`config.mk`:
```
export PLATFORM = sky130hd
export DESIGN_NAME = e3_rx_parity_check
export DESIGN_NICKNAME = d
export VERILOG_FILES = /design/src/parity_check_pkg.sv /design/src/e3_rx_parity_check.sv /design/src/error_monitor_capture.sv /design/src/frame_parity_acc.sv
export SDC_FILE = /design/constraint.sdc
export NUM_CORES = 1
export LEC_CHECK = 0
export ABC_AREA = 1
export BUFFER_PORTS_ARGS = -buffer_cell sky130_fd_sc_hd__buf_2
export CAP_MARGIN = 25
export CORE_MARGIN = 8
export CORE_UTILIZATION = 30
export CTS_CLUSTER_DIAMETER = 30
export CTS_CLUSTER_SIZE = 24
export DETAILED_ROUTE_END_ITERATION = 7
export PLACE_DENSITY_LB_ADDON = 0.1
export RECOVER_POWER = 25
export SETUP_SLACK_MARGIN = 0.1
export SYNTH_ARGS = -nofsm -noshare
export SYNTH_HDL_FRONTEND = slang
export SYNTH_HIERARCHICAL = 1
export SYNTH_SLANG_ARGS = --single-unit
```
`constraint.sdc`:
```
create_clock -name CLK_SYS -period 1.6 [get_ports CLK_SYS]
set_input_delay 0.24 -clock CLK_SYS [delete_from_list [all_inputs] [get_ports CLK_SYS]]
set_output_delay 0.24 -clock CLK_SYS [all_outputs]
set_load 0.005 [all_outputs]
```
`src/parity_check_pkg.sv`:
```
// Package: register map, field positions and types for the frame parity checker
package parity_check_pkg;

    localparam int        ADDR_W              = 8;
    localparam int        DATA_W              = 8;
    localparam int        PAR_W               = 4;
    localparam int        CNT_W               = 16;

    // Register offsets
    localparam logic [7:0] OFS_RX_INT_ENABLE_TWO  = 8'h13;
    localparam logic [7:0] OFS_RX_INT_STATUS_TWO  = 8'h15;
    localparam logic [7:0] OFS_TX_LINE_CONFIG     = 8'h30;
    localparam logic [7:0] OFS_PAR_COUNT_HIGH     = 8'h54;
    localparam logic [7:0] OFS_PAR_COUNT_LOW      = 8'h55;
    localparam logic [7:0] OFS_INT_CLEAR          = 8'h16;

    // Field positions
    localparam int        BIT_PARITY_ERR      = 2;
    localparam int        BIT_REMOTE_FAIL     = 3;
    localparam int        BIT_TX_PARITY_EN    = 7;

    // Writable masks and reset values
    localparam logic [7:0] INT_ENABLE_MASK    = 8'h8e;
    localparam logic [7:0] INT_STATUS_MASK    = 8'h0c;
    localparam logic [7:0] INT_ENABLE_RESET   = 8'h00;
    localparam logic [7:0] TX_CONFIG_RESET    = 8'h00;
    localparam logic [15:0] COUNT_MAX         = 16'hffff;

    typedef struct packed {
        logic       wr;
        logic       rd;
        logic [7:0] addr;
        logic [7:0] wdata;
    } reg_req_t;

    typedef struct packed {
        logic       valid;
        logic       sof;
        logic       data;
    } line_bit_t;

    typedef struct packed {
        logic       done;
        logic [3:0] parity;
        logic [3:0] em_nibble;
        logic       em_valid;
    } frame_par_t;

endpackage : parity_check_pkg

```
`src/e3_rx_parity_check.sv`:
```
// Receive frame parity check with far-end error signalling, interrupt and counter
// Notes on behaviour
// RULE_01 - When enabled, compute frame parity and compare with next frame's monitor byte.
// RULE_02 - Matching parity makes the transmitter send remote-alarm bit zero.
// RULE_03 - Mismatching parity makes the transmitter send remote-alarm bit one.
// RULE_04 - Mismatch sets status bit 2 at 0x15; reading clears it.
// RULE_05 - Mismatch increments 16-bit counter, high byte 0x54, low byte 0x55.
// RULE_06 - Both counter bytes reset to zero when read.
// RULE_07 - Config bit 7 at 0x30 enables inserting parity into outbound frames.
// RULE_08 - Enable bit 2 at 0x13 lets parity errors raise the interrupt.
// RULE_09 - Remote-failure bit 3 of status register also clears on read.
// RULE_10 - Parity is four-way interleaved even parity over all frame bits.
// RULE_11 - Event arriving with a read-clear is kept, not lost.
`timescale 1ns/1ps
module e3_rx_parity_check (
    input  wire logic        CLK_SYS,
    input  wire logic        NRST,
    input  wire logic [7:0]  ADDR,
    input  wire logic [7:0]  WDATA,
    input  wire logic        WR,
    input  wire logic        RD,
    output logic [7:0]       RDATA,
    input  wire logic        RX_VALID,
    input  wire logic        RX_SOF,
    input  wire logic        RX_DATA,
    input  wire logic        RX_EM_STROBE,
    input  wire logic [3:0]  RX_EM_NIBBLE,
    input  wire logic        RX_CHECK_ENABLE,
    input  wire logic        REMOTE_FAIL_EVENT,
    output logic             FAR_END_ERROR_SIGNAL,
    output logic             TX_PARITY_INSERT_ENABLE,
    output logic [3:0]       TX_PARITY,
    output logic             PARITY_ERROR_PULSE,
    output logic             IRQ
);
    typedef struct packed {
        logic [7:0]  int_enable;
        logic [7:0]  int_status;
        logic [7:0]  tx_config;
        logic [15:0] err_count;
        logic [7:0]  rdata;
        logic        far_end;
        logic [3:0]  tx_parity;
        logic        err_pulse;
    } top_state_t;

    top_state_t                     st;
    top_state_t                     next_st;
    parity_check_pkg::line_bit_t    line_in;
    parity_check_pkg::frame_par_t   frame_res;
    logic [3:0]                     em_value;
    logic                           em_valid;
    logic                           mismatch;
    logic                           compare;

    assign line_in.valid = RX_VALID;
    assign line_in.sof   = RX_SOF;
    assign line_in.data  = RX_DATA;

    frame_parity_acc #(
        .PAR_W (parity_check_pkg::PAR_W)
    ) u_acc (
        .clk    (CLK_SYS),
        .nrst   (NRST),
        .in_bit (line_in),
        .result (frame_res)
    );

    // Monitor byte of frame N+1 checks parity of frame N
    error_monitor_capture u_em (
        .clk        (CLK_SYS),
        .nrst       (NRST),
        .em_strobe  (RX_EM_STROBE),
        .em_nibble  (RX_EM_NIBBLE),
        .frame_done (frame_res.done),
        .em_value   (em_value),
        .em_valid   (em_valid)
    );

    // Saturating add keeps a stuck-high count readable
    function automatic logic [15:0] sat_inc(input logic [15:0] v);
        sat_inc = (v == parity_check_pkg::COUNT_MAX) ? v : v + 16'h0001;
    endfunction : sat_inc

    function automatic logic addr_hit(input logic [7:0] a, input logic [7:0] ofs);
        addr_hit = (a == ofs);
    endfunction : addr_hit

    // The held parity of the previous frame meets the monitor nibble at its boundary
    logic [3:0] prev_parity;
    logic       prev_valid;
    always_ff @(posedge CLK_SYS or negedge NRST) begin
        if (!NRST) begin
            prev_parity <= 4'h0;
            prev_valid  <= 1'b0;
        end else if (frame_res.done) begin
            prev_parity <= frame_res.parity;
            prev_valid  <= 1'b1;
        end
    end

    assign compare  = RX_CHECK_ENABLE && frame_res.done && prev_valid && em_valid; // RULE_01
    assign mismatch = compare && (prev_parity != em_value);                      // RULE_01

    always_comb begin
        logic rd_status;
        logic rd_hi;
        logic rd_lo;
        logic fail_set;
        rd_status = RD && addr_hit(ADDR, parity_check_pkg::OFS_RX_INT_STATUS_TWO);
        rd_hi     = RD && addr_hit(ADDR, parity_check_pkg::OFS_PAR_COUNT_HIGH);
        rd_lo     = RD && addr_hit(ADDR, parity_check_pkg::OFS_PAR_COUNT_LOW);
        fail_set  = REMOTE_FAIL_EVENT;
        next_st           = st;
        next_st.err_pulse = mismatch;

        // Register writes
        if (WR) begin
            if (addr_hit(ADDR, parity_check_pkg::OFS_RX_INT_ENABLE_TWO)) begin
                next_st.int_enable = WDATA & parity_check_pkg::INT_ENABLE_MASK;
            end
            if (addr_hit(ADDR, parity_check_pkg::OFS_TX_LINE_CONFIG)) begin
                next_st.tx_config = WDATA;
            end
            if (addr_hit(ADDR, parity_check_pkg::OFS_INT_CLEAR)) begin
                next_st.int_status = st.int_status & ~(WDATA & parity_check_pkg::INT_STATUS_MASK);
            end
        end

        // Read data, one cycle after the strobe
        next_st.rdata = 8'h00;
        if (RD) begin
            case (ADDR)
                parity_check_pkg::OFS_RX_INT_ENABLE_TWO: next_st.rdata = st.int_enable;
                parity_check_pkg::OFS_RX_INT_STATUS_TWO: next_st.rdata = st.int_status;
                parity_check_pkg::OFS_TX_LINE_CONFIG:    next_st.rdata = st.tx_config;
                parity_check_pkg::OFS_PAR_COUNT_HIGH:    next_st.rdata = st.err_count[15:8];
                parity_check_pkg::OFS_PAR_COUNT_LOW:     next_st.rdata = st.err_count[7:0];
                default:                                 next_st.rdata = 8'h00;
            endcase
        end

        // Read clears first, new events after so they win
        if (rd_status) begin
            next_st.int_status[parity_check_pkg::BIT_PARITY_ERR]  = 1'b0; // RULE_04
            next_st.int_status[parity_check_pkg::BIT_REMOTE_FAIL] = 1'b0; // RULE_09
        end
        if (rd_hi) begin
            next_st.err_count[15:8] = 8'h00; // RULE_06
        end
        if (rd_lo) begin
            next_st.err_count[7:0] = 8'h00; // RULE_06
        end
        if (fail_set) begin
            next_st.int_status[parity_check_pkg::BIT_REMOTE_FAIL] = 1'b1; // RULE_11
        end
        if (mismatch) begin
            next_st.int_status[parity_check_pkg::BIT_PARITY_ERR] = 1'b1; // RULE_04 RULE_11
            // Count on top of a byte just cleared, so the unread byte survives
            next_st.err_count = sat_inc(next_st.err_count); // RULE_05 RULE_11
        end

        // Result of each comparison goes out on the remote-alarm bit
        if (compare) begin
            next_st.far_end = mismatch; // RULE_02 RULE_03
        end
        if (frame_res.done) begin
            next_st.tx_parity = frame_res.parity; // RULE_07
        end
    end

    always_ff @(posedge CLK_SYS or negedge NRST) begin
        if (!NRST) begin
            st            <= '0;
            st.int_enable <= parity_check_pkg::INT_ENABLE_RESET;
            st.tx_config  <= parity_check_pkg::TX_CONFIG_RESET;
        end else begin
            st <= next_st;
        end
    end

    assign RDATA                   = st.rdata;
    assign FAR_END_ERROR_SIGNAL    = st.far_end;
    assign TX_PARITY_INSERT_ENABLE = st.tx_config[parity_check_pkg::BIT_TX_PARITY_EN]; // RULE_07
    assign TX_PARITY               = st.tx_config[parity_check_pkg::BIT_TX_PARITY_EN]
                                     ? st.tx_parity : 4'h0;                       // RULE_07
    assign PARITY_ERROR_PULSE      = st.err_pulse;
    assign IRQ = |(st.int_status & st.int_enable & parity_check_pkg::INT_STATUS_MASK); // RULE_08

    property p_alarm_one;
        @(posedge CLK_SYS) disable iff (!NRST)
        mismatch |=> FAR_END_ERROR_SIGNAL;
    endproperty
    a_alarm_one: assert property (p_alarm_one) else $error("alarm bit not set"); // RULE_03

    property p_alarm_zero;
        @(posedge CLK_SYS) disable iff (!NRST)
        (compare && !mismatch) |=> !FAR_END_ERROR_SIGNAL;
    endproperty
    a_alarm_zero: assert property (p_alarm_zero) else $error("alarm bit not cleared"); // RULE_02

    property p_status_set;
        @(posedge CLK_SYS) disable iff (!NRST)
        mismatch |=> st.int_status[2];
    endproperty
    a_status_set: assert property (p_status_set) else $error("status flag lost"); // RULE_04

    property p_status_rc;
        @(posedge CLK_SYS) disable iff (!NRST)
        (RD && ADDR == 8'h15 && !mismatch) |=> !st.int_status[2];
    endproperty
    a_status_rc: assert property (p_status_rc) else $error("status not cleared"); // RULE_04

    property p_fail_rc;
        @(posedge CLK_SYS) disable iff (!NRST)
        (RD && ADDR == 8'h15 && !REMOTE_FAIL_EVENT) |=> !st.int_status[3];
    endproperty
    a_fail_rc: assert property (p_fail_rc) else $error("fail bit not cleared"); // RULE_09

    property p_count_inc;
        @(posedge CLK_SYS) disable iff (!NRST)
        (mismatch && !RD && st.err_count != 16'hffff)
            |=> st.err_count == $past(st.err_count) + 16'h0001;
    endproperty
    a_count_inc: assert property (p_count_inc) else $error("counter not incremented"); // RULE_05

    property p_count_rc;
        @(posedge CLK_SYS) disable iff (!NRST)
        (RD && ADDR == 8'h55 && !mismatch) |=> st.err_count[7:0] == 8'h00;
    endproperty
    a_count_rc: assert property (p_count_rc) else $error("low byte not cleared"); // RULE_06

    property p_irq;
        @(posedge CLK_SYS) disable iff (!NRST)
        (st.int_enable[2] && st.int_status[2]) |-> IRQ;
    endproperty
    a_irq: assert property (p_irq) else $error("interrupt missing"); // RULE_08

    property p_keep_event;
        @(posedge CLK_SYS) disable iff (!NRST)
        (mismatch && RD && ADDR == 8'h15) |=> st.int_status[2] ##1 1'b1;
    endproperty
    a_keep_event: assert property (p_keep_event) else $error("event lost to read"); // RULE_11

    // Register side: read-clear, write effects and hold between events
    property p_count_hi_rc;
        @(posedge CLK_SYS) disable iff (!NRST)
        (RD && ADDR == parity_check_pkg::OFS_PAR_COUNT_HIGH && !mismatch)
            |=> st.err_count[15:8] == 8'h00;
    endproperty
    a_count_hi_rc: assert property (p_count_hi_rc) else $error("high byte kept"); // RULE_06

    property p_fail_set;
        @(posedge CLK_SYS) disable iff (!NRST)
        REMOTE_FAIL_EVENT
            |=> st.int_status[parity_check_pkg::BIT_REMOTE_FAIL];
    endproperty
    a_fail_set: assert property (p_fail_set) else $error("fail bit lost"); // RULE_09

    property p_pulse_on;
        @(posedge CLK_SYS) disable iff (!NRST)
        mismatch
            |=> PARITY_ERROR_PULSE;
    endproperty
    a_pulse_on: assert property (p_pulse_on) else $error("error pulse missing"); // RULE_05

    property p_pulse_off;
        @(posedge CLK_SYS) disable iff (!NRST)
        !mismatch
            |=> !PARITY_ERROR_PULSE;
    endproperty
    a_pulse_off: assert property (p_pulse_off) else $error("stray error pulse"); // RULE_05

    property p_far_hold;
        @(posedge CLK_SYS) disable iff (!NRST)
        !compare
            |=> $stable(FAR_END_ERROR_SIGNAL);
    endproperty
    a_far_hold: assert property (p_far_hold) else $error("alarm bit moved"); // RULE_02 RULE_03

    property p_tx_parity;
        @(posedge CLK_SYS) disable iff (!NRST)
        frame_res.done
            |=> st.tx_parity == $past(frame_res.parity);
    endproperty
    a_tx_parity: assert property (p_tx_parity) else $error("tx parity stale"); // RULE_07

    property p_insert_en;
        @(posedge CLK_SYS) disable iff (!NRST)
        (WR && ADDR == parity_check_pkg::OFS_TX_LINE_CONFIG)
            |=> TX_PARITY_INSERT_ENABLE == $past(WDATA[parity_check_pkg::BIT_TX_PARITY_EN]);
    endproperty
    a_insert_en: assert property (p_insert_en) else $error("insert enable wrong"); // RULE_07

    property p_enable_write;
        @(posedge CLK_SYS) disable iff (!NRST)
        (WR && ADDR == parity_check_pkg::OFS_RX_INT_ENABLE_TWO)
            |=> st.int_enable == ($past(WDATA) & parity_check_pkg::INT_ENABLE_MASK);
    endproperty
    a_enable_write: assert property (p_enable_write) else $error("enable not written"); // RULE_08

    property p_irq_off;
        @(posedge CLK_SYS) disable iff (!NRST)
        (!st.int_enable[parity_check_pkg::BIT_PARITY_ERR]
            && !st.int_enable[parity_check_pkg::BIT_REMOTE_FAIL]) |-> !IRQ;
    endproperty
    a_irq_off: assert property (p_irq_off) else $error("interrupt while masked"); // RULE_08

    property p_status_ro;
        @(posedge CLK_SYS) disable iff (!NRST)
        (WR && ADDR == parity_check_pkg::OFS_RX_INT_STATUS_TWO
            && !mismatch && !REMOTE_FAIL_EVENT) |=> $stable(st.int_status);
    endproperty
    a_status_ro: assert property (p_status_ro) else $error("status written"); // RULE_04

    property p_count_hold;
        @(posedge CLK_SYS) disable iff (!NRST)
        (!mismatch && !RD)
            |=> $stable(st.err_count);
    endproperty
    a_count_hold: assert property (p_count_hold) else $error("counter moved"); // RULE_05

    property p_status_hold;
        @(posedge CLK_SYS) disable iff (!NRST)
        (!mismatch && !REMOTE_FAIL_EVENT && !RD && !WR)
            |=> $stable(st.int_status);
    endproperty
    a_status_hold: assert property (p_status_hold) else $error("status moved"); // RULE_04

    property p_rdata_status;
        @(posedge CLK_SYS) disable iff (!NRST)
        (RD && ADDR == parity_check_pkg::OFS_RX_INT_STATUS_TWO)
            |=> RDATA == $past(st.int_status);
    endproperty
    a_rdata_status: assert property (p_rdata_status) else $error("status read wrong"); // RULE_04

    property p_rdata_low;
        @(posedge CLK_SYS) disable iff (!NRST)
        (RD && ADDR == parity_check_pkg::OFS_PAR_COUNT_LOW)
            |=> RDATA == $past(st.err_count[7:0]);
    endproperty
    a_rdata_low: assert property (p_rdata_low) else $error("low byte read wrong"); // RULE_05

endmodule : e3_rx_parity_check

```
`src/error_monitor_capture.sv`:
```
// Captures the error-monitor nibble carried in each frame
`timescale 1ns/1ps
module error_monitor_capture (
    input  wire logic        clk,
    input  wire logic        nrst,
    input  wire logic        em_strobe,
    input  wire logic [3:0]  em_nibble,
    input  wire logic        frame_done,
    output logic [3:0]       em_value,
    output logic             em_valid
);
    typedef struct packed {
        logic [3:0] value;
        logic       valid;
    } em_state_t;

    em_state_t st;
    em_state_t next_st;

    always_comb begin
        next_st = st;
        if (em_strobe) begin
            next_st.value = em_nibble;
            next_st.valid = 1'b1;
        end else if (frame_done) begin
            // Consumed by the comparison at the frame boundary
            next_st.valid = 1'b0;
        end
    end

    always_ff @(posedge clk or negedge nrst) begin
        if (!nrst) begin
            st <= '0;
        end else begin
            st <= next_st;
        end
    end

    assign em_value = st.value;
    assign em_valid = st.valid;

endmodule : error_monitor_capture

```
`src/frame_parity_acc.sv`:
```
// Interleaved even parity accumulator over one received frame
`timescale 1ns/1ps
module frame_parity_acc #(
    parameter int PAR_W = parity_check_pkg::PAR_W
) (
    input  wire logic                          clk,
    input  wire logic                          nrst,
    input  wire parity_check_pkg::line_bit_t   in_bit,
    output parity_check_pkg::frame_par_t       result
);
    typedef struct packed {
        logic [PAR_W-1:0] acc;
        logic [1:0]       pos;
        logic             started;
        parity_check_pkg::frame_par_t out;
    } acc_state_t;

    acc_state_t st;
    acc_state_t next_st;

    always_comb begin
        next_st          = st;
        next_st.out.done = 1'b0;
        if (in_bit.valid) begin
            if (in_bit.sof) begin
                // Close the previous frame, start the next with this bit
                next_st.out.done   = st.started;
                next_st.out.parity = st.acc;
                next_st.acc        = '0;
                next_st.acc[0]     = in_bit.data;
                next_st.pos        = 2'h1;
                next_st.started    = 1'b1;
            end else begin
                next_st.acc[st.pos] = st.acc[st.pos] ^ in_bit.data; // RULE_10
                next_st.pos         = st.pos + 2'h1;
            end
        end
    end

    always_ff @(posedge clk or negedge nrst) begin
        if (!nrst) begin
            st <= '0;
        end else begin
            st <= next_st;
        end
    end

    assign result = st.out;

endmodule : frame_parity_acc

```
Yosys cells after proc, flatten, opt, wreduce, memory -nomap -nowiden
Cells that the tools add are included.

Flip-flop bits (word level): 68. Output and inout bits: 16. Logic and storage cells: 77.

$add $sub $neg: 2. $lt $le $gt $ge: 2. Equality and inequality tests: 8. Multiplexer cells: 23. Bitwise gates (word level): 4. Reduce and logical (&&, ||, !) cells: 20.

Operator list (count): 8-bit case mux with 5 select lines (1); 16-bit 2-to-1 mux (2); 8-bit 2-to-1 mux (4); 8-bit by 5-bit equality test with 1-bit output (second input constant) (3); 16-bit by 1-bit adder with 16-bit output (second input constant) (1); 16-bit equality test (second input constant) (1); 8-bit by 7-bit equality test with 1-bit output (second input constant) (2); 12-bit 2-to-1 mux (1); 2-bit AND reduction (6); 3-bit nonzero test (4); 5-bit 2-to-1 mux (2); 8-bit bitwise AND (1); 8-bit by 6-bit equality test with 1-bit output (second input constant) (1); 1-bit logical AND (8); 4-bit 2-to-1 mux (2); 4-bit inverter with 8-bit output (1); 1-bit 2-to-1 mux (6); 6-bit 2-to-1 mux (1); 4-bit bitwise AND (1); 4-bit bitwise mux (1); 4-bit != test (1); 2-bit by 3-bit < comparator with 1-bit output (second input constant) (1); 2-bit by 1-bit adder with 2-bit output (second input constant) (1); 1-bit binary-select mux with 2-bit select (1); 6 further kinds (6).

Depth between registers and ports, before layout
Depth in word-level cells: 6. Depth in mapped cells: 16. Depth with buffers taken out: 15.

Modules after synthesis
The synthesis kept the hierarchy.

By module, submodules not included: e3_rx_parity_check (times used 1, cells an instance 355, area an instance 2770.2 um^2, seq. area each 1126.1 um^2); frame_parity_acc (times used 1, cells an instance 87, area an instance 721.9 um^2, seq. area each 300.3 um^2); error_monitor_capture (times used 1, cells an instance 21, area an instance 185.2 um^2, seq. area each 125.1 um^2).

Worst setup path before layout
Ideal clock, no wire load.

Kind: input-to-reg. Start point: input port ADDR[3]. End point: register st[23] (netlist bit). Data arrival time: 1645 ps. Path slack: -162 ps. Stages on the path: 16. Path buffers: 1. Cells stage by stage: inv_1 > nand2_1 > nor2_2 > nand3_4 > buf_6 > nand2_1 > inv_1 > ha_1 > nand2_1 > nor2_2 > nand2_2 > inv_2 > nand3_4 > nand3_1 > nand2_1 > nand2_1.

RTL lines: start, declared (line e3_rx_parity_check.sv:18) `input wire logic [7:0] ADDR,`; end signal, assigned (line e3_rx_parity_check.sv:178) `st <= next_st;`; end, declared (line e3_rx_parity_check.sv:47) `top_state_t st;`.

==> flow_metrics.tcl <==
set metrics [dict create \
    final_cell_mix "129 x nand2_1, 62 x dfrtp_1, 56 x buf_4" \
    die_w_um 126 \
    worstPathMaxFanout 3 \
    cts_buffers 9 \
    fp.dieH_um 126 \
    hold_depth 2 \
    netSwitchingFraction_pct 28.0 \
    place.detailed.hpwl_um 7370 \
    cp-startpoint "st[15]$_DFF_PN0_" \
    first_iter_violations 137 \
    maxCapViolations 0 \
    worstSkewPairLatency_ns 0.33 \
    gp_congestion 0.799 \
    grt_pass1_vias 3315 \
    crit_path_cell_trace "buf_4 > nand2_1 > nand3b_1 > nor2_2 > xor2_1 > nand2_1 > nand2_1 > o21ai_1" \
    final_common_cell "nand2_1" \
    cts_root_buf "clkbuf_16" \
    ioPinCount 46 \
    vias 3176 \
    grt_use_met3_pct 2.83 \
    yosysWarningCount 6 \
    use_met1_pct 15.1 \
    fin_util_pct 40.8 \
    avgSynthCellArea_um2 7.96 \
    clkSlewWorstSetupHoldPaths_ns 0.05 \
    slowest_stage "dfrtp_1" \
    vias_per_cell 4.50 \
    routedWlPerCell_um 13.9 \
    required_ns 1.81 \
    dr.pass1.iters 4 \
    overflow 0 \
    area_growth_pct 33.6 \
    placed_area_um2 4430 \
    net-switching-power_mw 1.32 \
    netlist_instances 457 \
    wl_um 9790 \
    cts_tree "built" \
    end_kind "flip-flop" \
    slowest_delay_ns 0.37 \
    finClkSkew_ns 0.0100 \
    max-slew-margin-rel_pct 40.5 \
    fin_crit_sh_pct 92.6 \
    clkSinkCount 62 \
    crit_path_start_kind "flip-flop" \
    r2r_start "st[15]$_DFF_PN0_" \
    powerDensity_nw_per_um2 975 \
    gr-max-usage-layer "met2" \
    grt_pass1_wl_um 16400 \
    grt_use_met2_pct 22.4 \
    fmax_mhz 675 \
    min-delay-start "REMOTE_FAIL_EVENT" \
    grt_antenna_before_repair 0 \
    slew_viol_final 0 \
    hp-class "input port to flip-flop" \
    seq_power_share_pct 39.4 \
    intPower_mw 3.41 \
    drive_gt1_share_pct 35.8 \
    clkPwrFrac_pct 40.5 \
    antenna_cells 0 \
    rr_worst_depth 8 \
    cp.arrival_ns 1.69 \
    vdd.ir_drop.worst_v 0.000350 \
    setup_viol 0 \
    hold_viol 0 \
    start_util_pct 30.5 \
    std_cell_rows 40 \
    tightest_slew_ns 0.893 \
    finalNetCount 589 \
    syn-cell-area_um2 3640 \
    portBuffers 45 \
    cts_htree_levels 3 \
    die-area_um2 15900 \
    drcViolationCount 0 \
    p_total_mw 4.74 \
    cp_common_cell "nand2_1" \
    leakage_nw 2.58 \
    finalCriticalPeriod_ns 1.48 \
    syn-num-nets 492 \
    rsz0062_at_grt "yes" \
    combPwrFrac_pct 20.1 \
    final_area_um2 4860 \
    clk_path_buf_depth 2 \
    critPathKind "flip-flop to flip-flop" \
    core_um2 11900 \
    status "complete, no violations" \
    ant_nets 0 \
    whs_ns 0.104 \
    grt_start_max_net_pins 63 \
    grtUsageTotal_pct 13.0 \
    dp.cells 681 \
    layout.cells.non_filler 706 \
]
-- power groups by stage --
stage / clock (mW) / combinational, mW / sequential, mW
2_1_floorplan: 0 / 0.450 / 1.85
3_3_place_gp: 0 / 0.793 / 1.89
3_5_place_dp: 0 / 0.798 / 1.89
4_1_cts: 1.99 / 0.869 / 1.86
5_1_grt: 2.06 / 1.06 / 1.89
6_report: 1.92 / 0.950 / 1.87
-- area by class of cell --
| class | count | area, um^2 |
|---|---|---|
| inverters | 68 | 302 |
| clock inverters | 3 | 45.0 |
| flip-flops and latches | 62 | 1550 |
| well taps | 147 | 184 |
| clock buffers | 13 | 240 |
| fillers | 1260 | 7050 |
| multi-input cells | 306 | 1820 |
| repair buffers | 107 | 711 |
-- path summary, 6_finish.rpt --
check	end	slack (ns)
setup / recovery	st[19]$_DFF_PN0_	0.12
hold / removal	st[41]$_DFFE_PN0P_	0.10
setup reg to reg	st[19]$_DFF_PN0_	0.12
hold reg to reg	u_acc/st[10]$_DFFE_PN0P_	0.46
max in group asynchronous	st[19]$_DFF_PN0_	0.35
min in group asynchronous	u_acc/st[15]$_DFFE_PN0P_	0.68
-- per-stage QoR --
step	setup TNS [ns]	worst slack [ns]
finish	0	0.118
global route	0	0.0194
CTS	0	0.100
detailed placement	-3.36	-0.254
global placement	-3.17	-0.240
floorplan	-0.429	-0.0600
-- layer usage --
metal / wire [um] / vias up
met1: 4430 / 1494
met4: 186 / 0
met5: 0 / -
met3: 337 / 12
li1: - / 1627
met2: 4830 / 43
-- registers in the layout, summed over array words and instances (netlist names) --
signal,cells
st,33
u_em/em_valid,1
FAR_END_ERROR_SIGNAL,1
prev_valid,1
u_em/em_value,4
RDATA,8
u_acc/result,5
TX_PARITY_INSERT_ENABLE,1
PARITY_ERROR_PULSE,1
u_acc/st,7
-- repair_timing --
action                     4_1_cts  5_1_grt
pin swaps                        7       16
hold buffers                     1        0
hold endpoints to repair        62        0
setup buffers                    3        5
setup endpoints to repair       10       17
gates resized for setup          6       21
-- worst max-delay path, delay by kind of cell (launching register included) --
family | cells | cell delay [ns]
flip-flops | 1 | 0.37
buffers and inverters | 1 | 0.14
XOR/XNOR | 1 | 0.17
AND/OR/NAND/NOR | 5 | 0.64
AO/OA/AOI/OAI | 1 | 0.05
(Power assumes the default switching activity.)
